--- config.mk ---
export PLATFORM = sky130hd
export DESIGN_NAME = pmfe_glb_ctrl
export DESIGN_NICKNAME = d
export VERILOG_FILES = /design/src/hw/pmfe_pkg.sv /design/src/hw/pmfe_global_status_control_regs_ctrl.sv /design/src/hw/pmfe_cnt_clr.sv
export VERILOG_INCLUDE_DIRS = /design/src /design/src/hw
export SDC_FILE = /design/constraint.sdc
export NUM_CORES = 1
export LEC_CHECK = 0
export BUFFER_PORTS_ARGS = -buffer_cell sky130_fd_sc_hd__buf_2
export CAP_MARGIN = 25
export CORE_AREA = 5 5 253 255
export CTS_CLUSTER_DIAMETER = 40
export DETAILED_ROUTE_END_ITERATION = 8
export DIE_AREA = 0 0 258 260
export PLACE_DENSITY = 0.38
export SYNTH_ARGS = -nofsm -noshare
export SYNTH_HDL_FRONTEND = slang
export SYNTH_SLANG_ARGS = --single-unit
--- constraint.sdc ---
create_clock -name core_clk -period 1.95 [get_ports core_clk]
set_input_delay 0.39 -clock core_clk [delete_from_list [all_inputs] [get_ports core_clk]]
set_output_delay 0.39 -clock core_clk [all_outputs]
set_load 0.02 [all_outputs]
--- src/hw/pmfe_defines.svh ---
// offsets, field positions, reset values for the feature/counter control
//----------------------------------------------------------------------
// Overview of operation
// control register exists when counters are supported
// counters on all ports; bit 0 enables
// enable clear stops counting, values held
// enable cleared only at power-up reset
// writing enable never alters counter values
// control bits 1 to 15 read zero
// bit 16+n resets device port n counters
// bit 31 resets host port counters
// reset bits self-clear; writing zero ignored
// reserved global ranges read back zero
// supported register read-only, fixed per build
// supported flags bits 0-4, rest zero
// no self-test support refuses BIST frame
// power requests allowed when all ports idle
// notify host when summary bit rises
// enables at same positions as support flags
// enable bits 0-3, bits 31-4 zero
// power request enable clear blocks requests
// enable reset values follow support flags
// summary bit is masked OR per port
// counter resets ignore enable; all serviced
//----------------------------------------------------------------------
`ifndef PMFE_DEFINES_SVH
`define PMFE_DEFINES_SVH

// register numbers
`define PMFE_REG_EVCTL 16'h0022
`define PMFE_REG_FSUP 16'h0040
`define PMFE_REG_FEN 16'h0060

// control register fields
`define PMFE_EVCTL_EN_BIT 0
`define PMFE_EVCTL_CLR_LSB 16
`define PMFE_EVCTL_CLR_MSB 31
`define PMFE_EVCTL_RESET 32'h0000_0000

// feature flag positions, shared by supported and enabled
`define PMFE_FEAT_BIST 0
`define PMFE_FEAT_PMREQ 1
`define PMFE_FEAT_SSC 2
`define PMFE_FEAT_ASYNC 3
`define PMFE_FEAT_EVCNT 4
`define PMFE_FEN_WIDTH 4
`define PMFE_FEN_RESET_MASK 4'h5

// counter clear channels: 15 device ports plus host
`define PMFE_CLR_CHANNELS 16
`define PMFE_DEV_PORTS 15

`endif

--- src/hw/pmfe_pkg.sv ---
// types shared by the feature/counter control block
package pmfe_pkg;

	// one register command from the host port
	typedef struct packed {
		logic wr;
		logic [15:0] num;
		logic [31:0] wdata;
	} pmfe_req_s;

	// per-channel counter clear sequence
	typedef enum logic {
		CLR_IDLE,
		CLR_BUSY
	} pmfe_clr_e;

endpackage

--- src/hw/pmfe_global_status_control_regs_ctrl.sv ---
// global feature and event counter control registers
`timescale 1ns/1ns
`include "pmfe_defines.svh"
module pmfe_glb_ctrl #(
	parameter int NUM_DEV_PORTS = `PMFE_DEV_PORTS,
	parameter logic [4:0] FEAT_SUPPORTED = 5'h1f
) (
	// clock and reset
	input wire logic core_clk,
	input wire logic rst,
	// register commands from the host port
	input wire logic reg_req,
	input wire pmfe_pkg::pmfe_req_s reg_cmd,
	output logic reg_ack,
	output logic [31:0] reg_rdata,
	// event counter control
	output logic cnt_enable,
	output logic [`PMFE_CLR_CHANNELS-1:0] cnt_clear,
	input wire logic [`PMFE_CLR_CHANNELS-1:0] cnt_clear_done,
	// error summary
	input wire logic [NUM_DEV_PORTS-1:0][31:0] port_error_register,
	input wire logic [31:0] err_bit_enable,
	output logic [`PMFE_DEV_PORTS-1:0] err_summary,
	// feature side effects
	input wire logic bist_fis_in,
	output logic bist_accept,
	input wire logic ports_all_idle,
	output logic pmreq_ok,
	output logic ssc_enable,
	output logic async_notify
);

	//------------------------------------------------------------------
	// constants
	//------------------------------------------------------------------
	localparam int NCH = `PMFE_CLR_CHANNELS;
	localparam int NFE = `PMFE_FEN_WIDTH;
	localparam logic [NCH-2:0] DEV_MASK =
		(NCH-1)'((32'h1 << NUM_DEV_PORTS) - 32'h1);
	localparam logic [NCH-1:0] CLR_MASK = {1'b1, DEV_MASK};
	localparam logic EVCNT_SUP = FEAT_SUPPORTED[`PMFE_FEAT_EVCNT];
	localparam logic [NFE-1:0] FEN_SUP = FEAT_SUPPORTED[NFE-1:0];
	localparam logic [NFE-1:0] FEN_RESET = FEN_SUP & `PMFE_FEN_RESET_MASK;

	//------------------------------------------------------------------
	// decode
	//------------------------------------------------------------------
	logic hit_evctl, hit_fsup, hit_fen, wr_evctl, wr_fen;
	logic [NCH-1:0] clr_start, clr_busy, clr_pulse;

	// register number decode
	always_comb begin
		hit_evctl = reg_req && (reg_cmd.num == `PMFE_REG_EVCTL);
		hit_fsup = reg_req && (reg_cmd.num == `PMFE_REG_FSUP);
		hit_fen = reg_req && (reg_cmd.num == `PMFE_REG_FEN);
		wr_evctl = hit_evctl && reg_cmd.wr && EVCNT_SUP;
		wr_fen = hit_fen && reg_cmd.wr;
		// ones start clears, zeros do nothing, any enable state
		clr_start = wr_evctl ?
			(reg_cmd.wdata[`PMFE_EVCTL_CLR_MSB:`PMFE_EVCTL_CLR_LSB]
			& CLR_MASK) : '0;
	end

	//------------------------------------------------------------------
	// counter clear sequencer
	//------------------------------------------------------------------
	pmfe_cnt_clr #(
		.NCH(NCH)
	) u_clr (
		.core_clk(core_clk),
		.rst(rst),
		.start(clr_start),
		.done(cnt_clear_done),
		.clr_pulse(clr_pulse),
		.busy(clr_busy)
	);
	assign cnt_clear = clr_pulse;

	//------------------------------------------------------------------
	// control and enable registers
	//------------------------------------------------------------------
	logic en_reg, en_next;
	logic [NFE-1:0] fen_reg, fen_next;

	// enable bit only follows a write; no reset from link events
	always_comb begin
		en_next = en_reg;
		if (wr_evctl) begin
			en_next = reg_cmd.wdata[`PMFE_EVCTL_EN_BIT];
		end
		fen_next = fen_reg;
		if (wr_fen) begin
			fen_next = reg_cmd.wdata[NFE-1:0] & FEN_SUP;
		end
	end

	// power-up values
	always_ff @(posedge core_clk) begin
		if (rst) begin
			en_reg <= 1'b0;
			fen_reg <= FEN_RESET;
		end else begin
			en_reg <= en_next;
			fen_reg <= fen_next;
		end
	end
	assign cnt_enable = en_reg;

	//------------------------------------------------------------------
	// read path
	//------------------------------------------------------------------
	logic ack_reg, ack_next;
	logic [31:0] rdata_reg, rdata_next;

	// unmapped and reserved numbers return zero
	always_comb begin
		ack_next = reg_req;
		rdata_next = 32'h0000_0000;
		if (hit_evctl && EVCNT_SUP) begin
			rdata_next[`PMFE_EVCTL_CLR_MSB:`PMFE_EVCTL_CLR_LSB] =
				clr_busy;
			rdata_next[`PMFE_EVCTL_EN_BIT] = en_reg;
		end else if (hit_fsup) begin
			rdata_next[4:0] = FEAT_SUPPORTED;
		end else if (hit_fen) begin
			rdata_next[NFE-1:0] = fen_reg;
		end
	end

	// read answer registers
	always_ff @(posedge core_clk) begin
		if (rst) begin
			ack_reg <= 1'b0;
			rdata_reg <= `PMFE_EVCTL_RESET;
		end else begin
			ack_reg <= ack_next;
			rdata_reg <= rdata_next;
		end
	end
	assign reg_ack = ack_reg;
	assign reg_rdata = rdata_reg;

	//------------------------------------------------------------------
	// error summary and feature outputs
	//------------------------------------------------------------------
	logic [`PMFE_DEV_PORTS-1:0] sum_now, sum_reg;
	logic bist_reg, bist_next, pmreq_reg, pmreq_next;
	logic ssc_reg, ssc_next, notify_reg, notify_next;

	// masked OR per port, zero where no port exists
	genvar p;
	generate
		for (p = 0; p < `PMFE_DEV_PORTS; p++) begin : g_sum
			if (p < NUM_DEV_PORTS) begin : g_on
				assign sum_now[p] =
					|(port_error_register[p] & err_bit_enable);
			end else begin : g_off
				assign sum_now[p] = 1'b0;
			end
		end
	endgenerate

	// feature gating from enables
	always_comb begin
		bist_next = bist_fis_in && fen_reg[`PMFE_FEAT_BIST];
		pmreq_next = fen_reg[`PMFE_FEAT_PMREQ]
			&& ports_all_idle;
		ssc_next = fen_reg[`PMFE_FEAT_SSC];
		notify_next = fen_reg[`PMFE_FEAT_ASYNC]
			&& |(sum_now & ~sum_reg);
	end

	// output registers
	always_ff @(posedge core_clk) begin
		if (rst) begin
			sum_reg <= '0;
			bist_reg <= 1'b0;
			pmreq_reg <= 1'b0;
			ssc_reg <= 1'b0;
			notify_reg <= 1'b0;
		end else begin
			sum_reg <= sum_now;
			bist_reg <= bist_next;
			pmreq_reg <= pmreq_next;
			ssc_reg <= ssc_next;
			notify_reg <= notify_next;
		end
	end
	assign err_summary = sum_reg;
	assign bist_accept = bist_reg;
	assign pmreq_ok = pmreq_reg;
	assign ssc_enable = ssc_reg;
	assign async_notify = notify_reg;
endmodule // pmfe_glb_ctrl

--- src/hw/pmfe_cnt_clr.sv ---
// per-channel counter clear sequencer
`timescale 1ns/1ns
module pmfe_cnt_clr #(
	parameter int NCH = 16
) (
	// clock and reset
	input wire logic core_clk,
	input wire logic rst,
	// requests and completions
	input wire logic [NCH-1:0] start,
	input wire logic [NCH-1:0] done,
	// clear pulse and pending state
	output logic [NCH-1:0] clr_pulse,
	output logic [NCH-1:0] busy
);

	genvar i;
	generate
		for (i = 0; i < NCH; i++) begin : g_ch
			pmfe_pkg::pmfe_clr_e state_reg, state_next;
			logic pulse_reg, pulse_next;

			// next state: a new start wins over a completion
			always_comb begin
				state_next = state_reg;
				pulse_next = 1'b0;
				case (state_reg)
					pmfe_pkg::CLR_IDLE: begin
						if (start[i]) begin
							state_next = pmfe_pkg::CLR_BUSY;
							pulse_next = 1'b1;
						end
					end
					pmfe_pkg::CLR_BUSY: begin
						if (start[i] && done[i]) begin
							pulse_next = 1'b1;
						end else if (done[i]) begin
							state_next = pmfe_pkg::CLR_IDLE;
						end
					end
					default: begin
						state_next = pmfe_pkg::CLR_IDLE;
					end
				endcase
			end

			// state registers
			always_ff @(posedge core_clk) begin
				if (rst) begin
					state_reg <= pmfe_pkg::CLR_IDLE;
					pulse_reg <= 1'b0;
				end else begin
					state_reg <= state_next;
					pulse_reg <= pulse_next;
				end
			end

			assign clr_pulse[i] = pulse_reg;
			assign busy[i] = (state_reg == pmfe_pkg::CLR_BUSY);
		end
	endgenerate

endmodule // pmfe_cnt_clr

==> run summary <==
First-pass GRT wire length = 83.4 mm
CTS tree = done
Register bit total from synthesis = 78
Starting Density = 0.0838
1st-iter DRT viols = 604
Drt first pass iters = 5
Final setup violation count = 1
Clk sinks = 78
Setup WS post-layout = -66.4 ps
Critical path arrival = 2250 ps
Pins Over Slew Limit = 0
Yosys top cell area share = 0.337
Pwr/cell area = 496 nW/µm²
CTS Hold Bufs = 0
Core outline area = 61400 µm²
Gate Count Post-Synth = 630
Hold Violations, Final = 0
Final wirelength = 64.7 mm
Fraction of layout cells with a size suffix above 1 = 0.633
Clock Latency Late Sink = 360 ps
RR Endpoint = async_notify
Die X = 258 µm
R2R Setup Slk = 430 ps
Nets = 1935
Max Cap Violations = 0
Initial antenna violation count = 25
Post-synth EDFFs = 0
Post-synth top cells = a22oi_1 (231), dfxtp_1 (78), nand4_1 (52), a21oi_1 (37), clkbuf_1 (37)
Port Buffers = 627
Minimum clock period = 2020 ps
Avg WL per Cell = 30.0 µm
CP Launch Type = primary input
Critical Path End Type = flip-flop
Top FF cell, synth = dfxtp_1
Area grow syn2layout = 119%
Worst-case clock skew = 6.58 ps
Setup crit start = err_bit_enable[14]
Maximum number of pins on one net before global-route repair = 20
Std cell rows = 91
Failing checks = negative setup slack
Via count = 9136
Max reg flops = 21
Sequential element share of the synthesized area = 0.304
Vias per inst = 4.24
Placer Congestion = 0.905
Most common cell in the synthesized netlist = a22oi_1
Crit share post-route = 1.03
Syn Area/Cell = 8.16 µm²
Number of nets with antenna violations after routing = 0
Num CTS Buffers = 9
R2R cell count = 5
Total gr overflow = 0
Worst VDD drop = 0.427 mV
CP Class = in2reg
Final Power = 5.59 mW
DP Wirelength = 56.8 mm
Yosys top cell by area = a22oi_1
Top cells by area, synth = a22oi_1 (34%), dfxtp_1 (30%), nand4_1 (6.3%), buf_4 (3.9%), a21oi_1 (3.6%)
Worst hold start = reg_cmd[2]
Die H = 260 µm
Critical path fanouts, max = 11
Die area = 67100 µm²
Cell leakage power = 5.37 nW
Hold WS = 241 ps
FMAX = 496 MHz
DRC = 0
RSZ-0062 raised after global routing = yes
Library cells used by synthesis = 35
I/O pins = 651
Run status = complete, but fails checks
Total global-route track usage = 0.181
Crit path required time = 2190 ps
Root Driver = clkbuf_16
Worst Hold Class = in2reg
Vias in the first global route = 9722
Critical path endpoint = async_notify
Cell area after synthesis = 5140 µm²
Clock Pin Slew Worst Setup and Hold Paths = 60 ps
Async S/R FF share, synth = 0
Max Buffers Root-to-Sink = 2
H-Tree Depth = 3
R2r startpoint = err_summary[7]
Syn. warnings = 0
## how the worst min path moves through the flow
stage | end | slack (ps) | cells past startpoint
after global routing | fen_reg[2] | 220 | 2
after global placement | reg_rdata[23] | 440 | 1
after detailed placement | reg_rdata[30] | 440 | 1
after CTS | fen_reg[2] | 210 | 2
after floorplan | async_notify | 420 | 2
final | fen_reg[2] | 240 | 2
## where the power goes
part | total (mW) | internal (mW) | switching [mW]
clock network | 1.96 | 1.24 | 0.719
registers | 1.63 | 1.61 | 0.0122
logic | 2.00 | 0.936 | 1.06
## critical path, cell delays in order
cell	delay [ps]
buf_2	180
buf_6	210
a22oi_1	210
nand4_1	180
nor2_1	140
buf_4	180
a21oi_2	60
buf_4	150
nor4_4	260
buf_4	180
a311oi_1	80
## layer usage
metal | routed length (µm) | vias to the layer above | GRT usage
li1 | - | 3979 | -
met1 | 25700 | 4457 | 0.217
met2 | 31900 | 555 | 0.322
met3 | 4290 | 131 | 0.0402
met4 | 2660 | 14 | 0.0626
met5 | 91 | - | 0
## area by class of cell
type	count	area, µm²
fill	7003	50100
timing repair buffer	771	4720
multi-input combinational	490	3610
sequential	78	1560
tap	790	988
clock buffer	9	225
clock inverter	6	111
antenna	8	20.0
inverter	3	11.3
## cells by family (layout without fill, tap and decap cells)
kind of cell | count (synthesis) | after routing | share of synthesized area
AND/OR/NAND/NOR | 193 | 193 | 0.215
flip-flops | 78 | 78 | 0.304
multiplexers | 3 | 3 | 0.00584
AO/OA/AOI/OAI | 283 | 283 | 0.398
other | 1 | 19 | 0.000729
buffers and inverters | 72 | 789 | 0.0771
## cells in the final DEF (no fill, tap or decap), types with 2 or more instances in the layout
| cell | instances |
|---|---|
| nor4_1 | 2 |
| nand4_1 | 52 |
| nand3_1 | 4 |
| buf_6 | 28 |
| and2_1 | 16 |
| buf_12 | 22 |
| a22oi_1 | 191 |
| a22oi_2 | 40 |
| a21oi_2 | 4 |
| nor2_1 | 22 |
| buf_4 | 113 |
| nand2_1 | 29 |
| clkbuf_16 | 9 |
| and3b_1 | 2 |
| dfxtp_1 | 78 |
| diode_2 | 8 |
| buf_8 | 7 |
| inv_1 | 3 |
| nor2b_1 | 4 |
| a21oi_1 | 33 |
| nor4_4 | 5 |
| nand2b_1 | 17 |
| buf_2 | 599 |
| a22o_1 | 4 |
| nor2_4 | 3 |
| bufinv_16 | 3 |
| clkbuf_4 | 2 |
| nor2_2 | 4 |
| conb_1 | 11 |
| and3_1 | 17 |
| nor3_2 | 6 |
| a211o_1 | 2 |
| mux2i_1 | 3 |
| nor4_2 | 2 |
| a221oi_1 | 4 |
## per-stage QoR
step	area [µm²]	setup TNS [ps]	setup WS, ps	utilization	std cells
5_1_grt	11200	-46.9	-46.9	0.183	2152
6_report	11300	-66.4	-66.4	0.183	2155
4_1_cts	11100	-32.2	-32.2	0.181	2147
2_1_floorplan	5180	0	159	-	640
3_5_place_dp	10100	-9640	-841	0.164	2122
3_3_place_gp	10100	-8900	-879	0.164	2122
## what timing repair did
action	CTS	global route
pin swaps	34	18
buffers inserted	10	1
setup endpoints to repair	2	1
gates resized for setup	135	34
(Power assumes the default switching activity.)
